[config.mk]
export PLATFORM = sky130hd
export DESIGN_NAME = wdrt_top
export DESIGN_NICKNAME = d
export VERILOG_FILES = /design/src/design/wdrt_top.v /design/src/design/wdrt_tick_gen.v
export VERILOG_INCLUDE_DIRS = /design/src /design/src/design
export SDC_FILE = /design/constraint.sdc
export NUM_CORES = 1
export LEC_CHECK = 0
export ABC_AREA = 1
export BUFFER_PORTS_ARGS = -buffer_cell sky130_fd_sc_hd__buf_2
export CORE_MARGIN = 2
export CORE_UTILIZATION = 30
export CTS_CLUSTER_SIZE = 8
export DETAILED_ROUTE_END_ITERATION = 10
export GPL_TIMING_DRIVEN = 0
export HOLD_SLACK_MARGIN = 0.02
export PLACE_DENSITY = 0.61
export REMOVE_ABC_BUFFERS = 1
export SLEW_MARGIN = 20
export SYNTH_ARGS = -nofsm -noshare
export SYNTH_HDL_FRONTEND = slang
export SYNTH_SLANG_ARGS = --single-unit
export TNS_END_PERCENT = 20
[constraint.sdc]
create_clock -name pclk -period 2.6 [get_ports pclk]
set_input_delay 0.52 -clock pclk [delete_from_list [all_inputs] [get_ports pclk]]
set_output_delay 0.52 -clock pclk [all_outputs]
set_load 0.02 [all_outputs]
[src/design/wdrt_map.vh]
// Register offsets, field positions and timing counts for the watchdog reset timer.
// Assumes inclusion by bare name from design files; definitions only.
`ifndef WDRT_MAP_VH
`define WDRT_MAP_VH

// Printed offsets are not multiples of four: they are word indexes
`define WDRT_IDX_TMR_RESTART     8'hE2
`define WDRT_IDX_WDOG_CTRL       8'hE5
`define WDRT_ADDR_W              12

// Field positions
`define WDRT_COMBINED_TIMER_RESTART_BIT_BIT           0
`define WDRT_WD0_BIT             0
`define WDRT_WD1_BIT             1
`define WDRT_WDOG_RESTART_BIT_BIT           3

// Own control and status register (word index)
`define WDRT_IDX_OWN_CTRL        8'hF0
`define WDRT_OWN_HALT_BIT        0
`define WDRT_OWN_SLEEP_BIT       1

// Reset values
`define WDRT_CNT_RESET           2'h0
`define WDRT_OWN_RESET           2'h0

// Timing: 1 Hz tick at a 25 MHz clock
`define WDRT_CLK_HZ              25000000
`define WDRT_TICK_HZ             1
`define WDRT_TICK_CYCLES         (`WDRT_CLK_HZ / `WDRT_TICK_HZ)

`endif

[src/design/wdrt_top.v]
// Watchdog reset timer: two-bit counter on a 1 Hz tick, APB register slave.
// Assumes one pclk domain; sleep and halt levels arrive on the same clock.
//
// What this block does
// Two-bit counter stepped by 1 Hz; upper stage overflow requests reset.
// Without restart for three to four seconds, reset goes to the CPU.
// Counting continues during HALT; timeout includes HALT time.
// Counter holds while oscillation stops in SLEEP, then resumes from there.
// Half and quarter hertz stages are readable; writes to them are ignored.
// Initial reset clears both counter stages.
// Writing one to the restart bit clears the counter; reads zero.
// Combined restart bit clears clock timer and watchdog; reads zero.
// Unused bits read zero.
// Registers decode directly, without any page selection.
// Software restarts the watchdog cyclically from its main routine.
// Software restarts in under three seconds; stages unfit for long timing.
// Restart is one-cycle clear beating a tick; reset request is registered pulse.
`timescale 1ns/1ps
`default_nettype none
`include "wdrt_map.vh"
module wdrt_top #(
    parameter integer TICK_CYCLES = `WDRT_TICK_CYCLES
) (
    input  wire        pclk,
    input  wire        presetn,
    input  wire        psel,
    input  wire        penable,
    input  wire        pwrite,
    input  wire [11:0] paddr,
    input  wire [31:0] pwdata,
    input  wire [3:0]  pstrb,
    output reg  [31:0] prdata,
    output reg         pready,
    output reg         pslverr,
    output reg         wdog_reset_req,
    output reg         wdog_half_hz_stage,
    output reg         wdog_quarter_hz_stage
);
    reg  [1:0]  cnt_ff;
    reg  [1:0]  nxt_cnt;
    reg         nxt_rst_req;
    reg  [1:0]  own_ff;
    reg  [1:0]  nxt_own;
    reg  [31:0] nxt_prdata;
    reg         nxt_pslverr;
    reg         wdog_restart;
    reg         timer_restart;
    reg         hit_tmr;
    reg         hit_wdg;
    reg         hit_own;
    wire        acc_phase;
    wire        wr_acc;
    wire        tick_1hz;
    wire        osc_run;

    // Word index decode; byte address is four times the printed offset
    function [7:0] word_idx;
        input [11:0] addr;
        begin
            word_idx = addr[9:2];
        end
    endfunction

    assign acc_phase = psel & penable;
    assign wr_acc    = acc_phase & pwrite & pstrb[0];
    assign osc_run   = ~own_ff[`WDRT_OWN_SLEEP_BIT];

    always @* begin
        hit_tmr = 1'b0;
        hit_wdg = 1'b0;
        hit_own = 1'b0;
        // Flat decode with no page register in front of it; see
        if (paddr[1:0] != 2'b00 || paddr[11:10] != 2'b00) begin
            hit_tmr = 1'b0;
        end else if (word_idx(paddr) == `WDRT_IDX_TMR_RESTART) begin
            hit_tmr = 1'b1;
        end else if (word_idx(paddr) == `WDRT_IDX_WDOG_CTRL) begin
            hit_wdg = 1'b1;
        end else if (word_idx(paddr) == `WDRT_IDX_OWN_CTRL) begin
            hit_own = 1'b1;
        end
    end

    always @* begin
        timer_restart = wr_acc & hit_tmr & pwdata[`WDRT_COMBINED_TIMER_RESTART_BIT_BIT];
        wdog_restart  = (wr_acc & hit_wdg & pwdata[`WDRT_WDOG_RESTART_BIT_BIT])
                      | timer_restart;
    end

    wdrt_tick_gen #(
        .DIV_CYCLES (TICK_CYCLES)
    ) u_tick (
        .pclk    (pclk),
        .presetn (presetn),
        .restart (timer_restart),
        .run     (osc_run),
        .tick_ff (tick_1hz)
    );

    // Counter next state. Halt does not gate the tick, so HALT time counts.
    always @* begin
        nxt_cnt     = cnt_ff;
        nxt_rst_req = 1'b0;
        if (wdog_restart) begin
            nxt_cnt = `WDRT_CNT_RESET;
        end else if (tick_1hz) begin
            nxt_cnt = cnt_ff + 2'h1;
            // Wrap of the quarter hertz stage: 3 to 4 s after last restart
            nxt_rst_req = (cnt_ff == 2'h3);
        end
    end

    always @* begin
        nxt_own = own_ff;
        if (wr_acc & hit_own) begin
            nxt_own = pwdata[1:0];
        end
    end

    // Read mux; write-only and unused bits return zero
    always @* begin
        nxt_prdata  = 32'h0000_0000;
        nxt_pslverr = 1'b0;
        if (hit_wdg) begin
            nxt_prdata[`WDRT_WD0_BIT] = cnt_ff[0];
            nxt_prdata[`WDRT_WD1_BIT] = cnt_ff[1];
        end else if (hit_tmr) begin
            nxt_prdata = 32'h0000_0000;
        end else if (hit_own) begin
            nxt_prdata[1:0] = own_ff;
        end else begin
            nxt_pslverr = 1'b1;
        end
    end

    always @(posedge pclk or negedge presetn) begin
        if (!presetn) begin
            cnt_ff                <= `WDRT_CNT_RESET;
            own_ff                <= `WDRT_OWN_RESET;
            prdata                <= 32'h0000_0000;
            pready                <= 1'b0;
            pslverr               <= 1'b0;
            wdog_reset_req        <= 1'b0;
            wdog_half_hz_stage    <= 1'b0;
            wdog_quarter_hz_stage <= 1'b0;
        end else begin
            cnt_ff                <= nxt_cnt;
            own_ff                <= nxt_own;
            // Zero-wait slave: pready rises in the first access cycle
            pready                <= psel & ~penable;
            pslverr               <= (psel & ~penable) ? nxt_pslverr : 1'b0;
            if (psel & ~penable & ~pwrite) begin
                prdata <= nxt_prdata;
            end
            wdog_reset_req        <= nxt_rst_req;
            wdog_half_hz_stage    <= nxt_cnt[0];
            wdog_quarter_hz_stage <= nxt_cnt[1];
        end
    end
endmodule
`default_nettype wire

[src/design/wdrt_tick_gen.v]
// Clock timer stand-in: divides pclk to a one-cycle 1 Hz tick.
// Assumes one pclk domain; restart clears the divider in step with the watchdog.
`timescale 1ns/1ps
`default_nettype none
module wdrt_tick_gen #(
    parameter integer DIV_CYCLES = 25000000
) (
    input  wire        pclk,
    input  wire        presetn,
    input  wire        restart,
    input  wire        run,
    output reg         tick_ff
);
    reg  [31:0] div_ff;
    wire        last;

    assign last = (div_ff == DIV_CYCLES - 1);

    always @(posedge pclk or negedge presetn) begin
        if (!presetn) begin
            div_ff  <= 32'h0000_0000;
            tick_ff <= 1'b0;
        end else if (restart) begin
            div_ff  <= 32'h0000_0000;
            tick_ff <= 1'b0;
        end else if (run) begin
            div_ff  <= last ? 32'h0000_0000 : div_ff + 32'h0000_0001;
            tick_ff <= last;
        end else begin
            // Oscillation stopped: the divider holds, no tick
            tick_ff <= 1'b0;
        end
    end
endmodule
`default_nettype wire

=== After elaboration in Yosys (flattened, before gate mapping) ===
Index checks and enable logic that the tools add are counted.

* Equality and inequality tests: 6
* Reductions and logical operators: 3
* Multiplexer cells: 25
* Add/subtract/negate cells: 2
* Bitwise operators: 13

{| class="wikitable"
|+ Operator list
! cell !! count
|-
| $mux W32 || 3
|-
| $add A32 B1 Y32 const B || 1
|-
| $eq A32 B25 Y1 const B || 1
|-
| $eq A8 B8 Y1 const B || 3
|-
| $mux W1 || 17
|-
| $and A1 B1 Y1 || 10
|-
| $mux W2 || 5
|-
| $reduce_bool A2 Y1 || 2
|-
| $add A2 B1 Y2 const B || 1
|-
| $eq A2 B2 Y1 const B || 1
|-
| $ne A2 B1 Y1 const B || 1
|-
| $not A1 Y1 || 2
|-
| $logic_or A1 B1 Y1 || 1
|-
| $or A1 B1 Y1 || 1
|}

* Register bits after elaboration: 44
* Output and inout bits: 37
* Logic and storage cells: 59
* Input bits: 53

=== Depth between registers and ports, before layout ===
Gate-level depths: netlist (run 1).

* Depth after elaboration: 9
* Mapped depth: 10
* Depth with buffers taken out: 10

=== Cells and area by module ===
A second synthesis (run 1) with hierarchy kept.

* Cells, all modules: 476
* Area total of the unflattened synthesis: 3200.6 µm²

{| class="wikitable"
|+ By module, submodules not included
! module !! area an instance (µm²) !! times used !! cells an instance
|-
| wdrt_tick_gen || 2243.4 || 1 || 345
|-
| wdrt_top || 957.2 || 1 || 131
|}

=== Worst setup path before layout (run 1) ===
Ideal clock, no wire load.

* Path type: input to register
* Start: input port paddr[11]
* End: register u_tick.div_ff[28]
* Slack: 1.086 ns
* Path buffers: 2
* Arrival: 1.395 ns
* Stages: 7
* Cell sequence: nor2_1 -> and2_1 -> buf_2 -> nand4_2 -> buf_2 -> nand4_1 -> nand2_1

* Word-level cells in the longest chain between the ends: 6
* Elaborated cells on any way between the ends: 7

{| class="wikitable"
|+ Ends and longest elaborated chain
! what !! line !! RTL
|-
| start, declared || wdrt_top.v:29 || <nowiki>input wire [11:0] paddr,</nowiki>
|-
| $reduce_bool A2 Y1 * || wdrt_top.v:73 || <nowiki>if (paddr[1:0] != 2'b00 || paddr[11:10] != 2'b00) begin</nowiki>
|-
| $logic_or A1 B1 Y1 * || wdrt_top.v:73 ||
|-
| $mux W1 * || wdrt_top.v:73 ||
|-
| $and A1 B1 Y1 * (2 in a row) || wdrt_top.v:85 || <nowiki>timer_restart = wr_acc & hit_tmr & pwdata[`WDRT_COMBINED_TIMER_RESTART_BIT_BIT];</nowiki>
|-
| $ne A2 B1 Y1 (no source line) / $mux W32 (equally long branches) || - ||
|-
| end signal, assigned || wdrt_tick_gen.v:27 || <nowiki>div_ff <= last ? 32'h0000_0000 : div_ff + 32'h0000_0001;</nowiki>
|-
| end, declared || wdrt_tick_gen.v:14 || <nowiki>reg [31:0] div_ff;</nowiki>
|}

Every way passes the cells marked *; elsewhere a longest branch is shown, timed or not.
A chain may end at the register's enable or synchronous reset.

=== Final worst setup path (run 1) ===
* Start: input port paddr[11]
* End: register u_tick.div_ff[8]

The elaborated chain is that of the path after synthesis.

==> results of run 1 <==
==> cells by family after synthesis <==
kind of cell    after synthesis  synth area share (%)
buf+inv                      87                 14.24
simple gates                327                 45.57
fa+ha+maj                     2                0.7842
flops                        42                 32.94
compound gates               19                 3.020
other cells                   1                0.1175
xor+xnor                     11                 3.020
mux                           1                0.3137
==> layout make-up <==
class / count / area [sq um]
clock buffers: 7 / 76.32
fillers: 1136 / 6908
inverters: 44 / 168.9
multi-input cells: 390 / 1803
flip-flops and latches: 42 / 1052
well taps: 136 / 170.2
repair buffers: 27 / 137.6
repair inverters: 1 / 7.507
==> synthesized netlist by cell type, types with 2 or more instances <==
| master | number | area, sq um |
|---|---|---|
| o21ai_0 | 10 | 50.05 |
| buf_4 | 30 | 225.2 |
| clkbuf_1 | 3 | 11.26 |
| nor2_1 | 70 | 262.8 |
| xnor2_1 | 4 | 35.03 |
| xor2_1 | 7 | 61.31 |
| nand2_2 | 3 | 18.77 |
| buf_2 | 6 | 30.03 |
| nor2_4 | 3 | 33.78 |
| nor3_1 | 4 | 20.02 |
| ha_1 | 2 | 25.02 |
| nand2_1 | 143 | 536.8 |
| nand4_1 | 20 | 125.1 |
| nand3_1 | 70 | 350.3 |
| dfrtp_1 | 42 | 1051 |
| nand3_2 | 3 | 30.03 |
| o21ai_1 | 8 | 40.04 |
| inv_1 | 43 | 161.4 |
| nor2_2 | 7 | 43.79 |
| buf_1 | 3 | 11.26 |
==> sequential cells by signal, summed over array words and instances (netlist names) <==
name	cells
wdog_reset_req	1
prdata	2
u_tick.div_ff	32
pready	1
pslverr	1
cnt_ff	2
own_ff	2
u_tick.tick_ff	1
==> layout by cell type, fill, tap and decap left out, drive strengths merged <==
cell,n
ha,2
nor2,80
nand4,21
nand3b,1
dfrtp,42
clkbuf,7
inv,43
and2,1
xor2,7
o22ai,1
clkinvlp,2
conb,30
nand2,146
nand3,73
nor4,1
xnor2,4
buf,27
mux2i,1
o21ai,18
nor3,4
==> how the worst min path moves through the flow <==
stage	slack, ps	endpoint	cells after the start	startpoint
after floorplan	220	cnt_ff[0]$_DFFE_PN0P_	0	presetn
after global placement	470	prdata[0]$_DFFE_PN0P_	2	prdata[0]$_DFFE_PN0P_
after detailed placement	470	prdata[1]$_DFFE_PN0P_	2	prdata[1]$_DFFE_PN0P_
after CTS	400	pready$_DFF_PN0_	2	penable
after global routing	270	u_tick.div_ff[22]$_DFFE_PN0P_	1	presetn
final	210	u_tick.div_ff[22]$_DFFE_PN0P_	1	presetn
==> where the power goes <==
part	internal, W	switching [W]
Sequential	0.000700	0.0000703
Clock	0.000185	0.000222
Combinational	0.0000943	0.000191
Total	0.000980	0.000484
==> routing by layer <==
layer	wire [um]	vias to the layer above	share of wire [%]	global-route usage, %
met5	0	-	0	0
met4	116	0	1.4	4.638
li1	-	1545	-	-
met2	3679	81	46	24.14
met3	323	9	4.0	2.249
met1	3919	1440	49	19.65
==> per-stage QoR <==
| stage | worst slack, ps | power (W) | TNS [ps] |
|---|---|---|---|
| final | 401.4 | 0.001464 | 0 |
| after global routing | 208.8 | 0.001547 | 0 |
| after CTS | 111.8 | 0.001476 | 0 |
| after detailed placement | -439.3 | 0.001068 | -3568 |
| after global placement | -403.8 | 0.001061 | -3163 |
| after floorplan | 435.7 | 0.0009889 | 0 |
==> timing repair <==
item	CTS	global route
hold buffers	0	0
gates resized for setup	1	3
gates cloned	0	1
setup endpoints to repair	8	1
==> results.cfg, run 1 <==
[run_status]
status = complete, no violations

[finish]
n_antenna_cell = 0
drive_gt1_share_pct = 10.37
layout.cells.non_filler = 647
finalInstanceArea_sq_um = 3416
final_core_util_pct = 33.09
syn_to_final_growth_pct = 7.059
layout.nets = 566

[global_routing]
grt_pass1_wl_mm = 13.59
antenna_found_initial = 0
track_usage_pct = 14.66
grt_max_degree = 44
grt_pass1_vias = 2953
overflow = 0

[clock_tree]
path_clk_slew_ps = 80
cts_setup_buffers = 0
cts_buffer_depth = 2
cts_tree = yes
clock_latency_ps = 300
cts_buffers = 5
clkSinkCount = 42
htree_levels = 2
root_buffer = clkbuf_8

[setup_path]
r2r_cells = 4
r2r-start = own_ff[1]$_DFFE_PN0P_
cpMaxStageDelayCell = nand2_1
path_cells = buf_2, nor2_1, and2_1, nand4_4, nand2_1, o21ai_1
worst_setup_path_start_kind = input pin
endpoint = u_tick.div_ff[8]$_DFFE_PN0P_
r2r_setup_slack_ps = 680
cp.arrival_ps = 2370
worstSetupPathType = in2reg
cp_data_required_time_ps = 2770
worst_r2r_endpoint = prdata[1]$_DFFE_PN0P_
crit_cells = 6
critPathLaunch = paddr[11]
path_delay_family = simple AND/OR/NAND/NOR gates
crit_buf_inv = 1
critPathMaxFanout = 43
crit_path_end_kind = flip-flop
critPathMaxStageDelay_ps = 590

[synth]
ys_async_sr_fraction_pct = 100.0
synth-main-ff-cell = dfrtp_1
synth-seq-area-share_pct = 32.94
avgSynthCellArea_sq_um = 6.511
synth_seq_cells = 42
ys.warnings.count = 0
netlist_instances = 490
synth_enable_flop_cells = 0
synth_cell_types = 29
syn-cell-area_sq_um = 3191

[run]
maxCapViolations = 0

[sta]
rsz0062_at_grt = no
fmax_mhz = 454.8
fin_crit_ps = 2199
fin_crit_sh_pct = 84.56
hold_violations = 0
slew_viol_final = 0
clock_skew_ps = 8.623
holdWs_ps = 209.3
tightestPinTransition_ps = 681.4
finalSetupViolCount = 0
slew_headroom_pct = 54.53

[route]
vias = 3075
viasPerCell = 4.753
routed_wl_mm = 8.038
final_antenna_net_count = 0
firstDrtPassIters = 5
drt-initial-drc-count = 175
wl_per_cell_um = 12.42
drc = 0

[placement]
placement.io_buffers = 27
place_area_sq_um = 3316
post-dp-hpwl_mm = 5.790
globalplace.congestion = 0.8951
dp_cells = 639

[pwr]
ir_drop_v = 0.0002902
p_leak_nw = 1.573
powerDensity_nw_per_um2 = 428.5

[die]
die_area_sq_um = 11480
ios = 90
floorplan.rows = 37
core_area_sq_um = 10320
die_y_um = 107.1
initial_core_util_pct = 30.91
die_w_um = 107.1

[min_path]
hp-class = in2async
No activity file was read; power rests on OpenSTA's default activity.
==> run 2, diff against run 1 <==
Settings changed: ABC_AREA 1 to 0, PLACE_DENSITY 0.61 to 0.64.
Clock period 2.6 ns to 1.83 ns, I/O delays scaled along.
==> run 2 against run 1 <==
Compared with the run above:
- the flow now finishes with violations (setup timing)
- synthesized cell count shrank 41%
- largest power group unchanged
- clock-buffer cell count is 2 lower
- power increased by 51%
- highest routed layer unchanged
- critical endpoint is now u_tick.div_ff[26]$_DFFE_PN0P_
==> results.cfg, run 2 <==
[run_status]
status = finished, violations left
violations = setup timing

[global_routing]
overflow = 0
top_usage_layer = met2
met2_usage_pct = 21.74
grt_util_met3_pct = 2.590
track_usage_pct = 12.90
grt_pass1_wl_mm = 10.13
grt_pass1_vias = 2136
antenna_found_initial = 0
met1_usage_pct = 16.42
grt_max_degree = 43

[synth]
avgSynthCellArea_sq_um = 9.085
synth.most_common_cell = dfrtp_1
ys_top_cells_by_count = dfrtp_1, buf_4, nor2_1, nand2_1, nand3_1
ys.warnings.count = 0
syn-cell-area_sq_um = 2608
synth_cell_types = 54
synth_enable_flop_cells = 0
synth-seq-area-share_pct = 40.31
ys_top_cells_by_area = dfrtp_1, buf_4, nor2_1, and3_1, nand3_1
synth-main-ff-cell = dfrtp_1
synth_top_cell_by_area = dfrtp_1
netlist.area_leader.share_pct = 40.31
synth_seq_cells = 42
netlist_instances = 287
ys_async_sr_fraction_pct = 100.0

[clock_tree]
clkSinkCount = 42
cts_tree = yes
clock_latency_ps = 300
path_clk_slew_ps = 80
htree_levels = 2
cts_buffers = 5
root_buffer = clkbuf_8
cts_buffer_depth = 2

[placement]
placement.io_buffers = 27
dp_cells = 415
place_area_sq_um = 2723
post-dp-hpwl_mm = 3.999
globalplace.congestion = 0.8191
dp_slack_ps = -1049

[die]
ios = 90
die_area_sq_um = 9454
die_y_um = 97.23
core_area_sq_um = 8593
floorplan.rows = 34
initial_core_util_pct = 30.34
die_w_um = 97.23

[finish]
top_register = u_tick.div_ff
final_cell_mix = dfrtp_1, conb_1, nor2_1, buf_2, buf_4
final_core_util_pct = 38.09
drive_gt1_share_pct = 32.56
n_antenna_cell = 0
largest_reg_flops = 32
layout.nets = 398
finalInstanceArea_sq_um = 3273
layout.cells.non_filler = 452
syn_to_final_growth_pct = 25.53
layout_commonest_cell = dfrtp_1

[setup_path]
worst_setup_path_start_kind = flip-flop
critPathMaxStageDelay_ps = 380
path_delay_family = simple AND/OR/NAND/NOR gates
path_cells = ha_2, and4_4, nand3_1, nor3_4, a41oi_1, o311ai_1, o31ai_1
cp_data_required_time_ps = 2000
crit_buf_inv = 0
critPathMaxFanout = 5
cpMaxStageDelayCell = dfrtp_1
crit_path_end_kind = flip-flop
worstSetupPathType = reg2reg
cp.arrival_ps = 2310

[pwr]
power_frac_seq_pct = 51.6
switchingPower_w = 0.0006583
p_leak_nw = 1.430
ir_drop_v = 0.0003336
combPwrFrac_pct = 15.0
p_int_w = 0.001550
p_clk_share_pct = 33.4
swShare_pct = 29.81
powerDensity_nw_per_um2 = 674.8

[sta]
fmax_mhz = 466.6
hold_violations = 0
tightestPinTransition_ps = 975.6
timing.setup.tns_ps = -3556
slew_viol_final = 0
fin_crit_sh_pct = 117.1
finalSetupViolCount = 26
fin_crit_ps = 2143
clock_skew_ps = 5.666
layout_setup_ws_ps = -313.4
slew_headroom_pct = 34.96
rsz0062_at_grt = yes

[route]
drt-initial-drc-count = 157
vias = 2375
wl_per_cell_um = 14.51
viasPerCell = 5.254
routed_wl_mm = 6.560
drc = 0
firstDrtPassIters = 4
final_antenna_net_count = 0

[run]
maxCapViolations = 0

[min_path]
hp-class = in2async
==> run 2: cell types whose count changed after synthesis, moves of 8 or more <==
cell / previous run / this run
and3_1: 0 / 15
a21oi_1: 0 / 14
nand4_1: 20 / 6
nor2_1: 70 / 27
o21ai_1: 8 / 0
nand3_1: 70 / 17
inv_1: 43 / 4
a31oi_1: 0 / 9
nand2_1: 143 / 20
==> run 2: kinds of logic after synthesis <==
logic type / share of synthesized area [%]
AOI/OAI and AO/OA: 12.48
xor gates and xnor gates: 3.023
adders and majority gates: 0.9595
buffers and inverters: 10.70
DFF: 40.31
muxes: 1.631
other: 0.1438
and+or+nand+nor: 30.76
==> run 2: cell type report <==
type,instances,area (sq um)
clock inverter,3,40.04
fill,852,5320
multi-input combinational,235,1577
timing repair buffer,55,377.9
inverter,4,15.01
tap,108,135.1
clock buffer,5,68.82
sequential,42,1060
==> run 2: path summary, 6_finish.rpt <==
| check | slack, ps | depth (start not counted) | startpoint | end |
|---|---|---|---|---|
| min in group pclk | 300 | 2 | pwdata[1] | own_ff[1]$_DFFE_PN0P_ |
| max | -310 | 7 | u_tick.div_ff[1]$_DFFE_PN0P_ | u_tick.div_ff[26]$_DFFE_PN0P_ |
| max reg2reg | -310 | 7 | u_tick.div_ff[1]$_DFFE_PN0P_ | u_tick.div_ff[26]$_DFFE_PN0P_ |
| min | 220 | 1 | presetn | u_tick.div_ff[14]$_DFFE_PN0P_ |
| max in group asynchronous | 940 | 1 | presetn | own_ff[1]$_DFFE_PN0P_ |
| min reg2reg | 500 | 1 | u_tick.div_ff[14]$_DFFE_PN0P_ | u_tick.div_ff[14]$_DFFE_PN0P_ |
==> run 2: power groups by stage <==
| stage | clock, W | combinational, W | sequential [W] |
|---|---|---|---|
| 2_1_floorplan | 0 | 0.000197 | 0.00112 |
| 3_3_place_gp | 0 | 0.000275 | 0.00113 |
| 3_5_place_dp | 0 | 0.000280 | 0.00113 |
| 4_1_cts | 0.000750 | 0.000316 | 0.00113 |
| 5_1_grt | 0.000785 | 0.000365 | 0.00115 |
| 6_report | 0.000738 | 0.000331 | 0.00114 |
==> run 2: routing by layer <==
metal	wire (um)	up-vias
met3	377	11
met2	3309	96
met5	0	-
met1	2697	1163
met4	175	0
li1	-	1105
==> run 2: stage by stage <==
stage	total power, W	hold slack (ps)
global placement	0.001407	462.5
floorplan	0.001320	70.41
detailed placement	0.001413	471.5
finish	0.002209	222.1
CTS	0.002200	247.3
global route	0.002304	301.9
==> run 2: repair_timing <==
action | in CTS | in global routing
buffers inserted | 10 | 18
pin swaps | 12 | 16
setup endpoints to repair | 34 | 29
gates resized for setup | 25 | 34
cloned | 0 | 1
hold buffers | 0 | 0
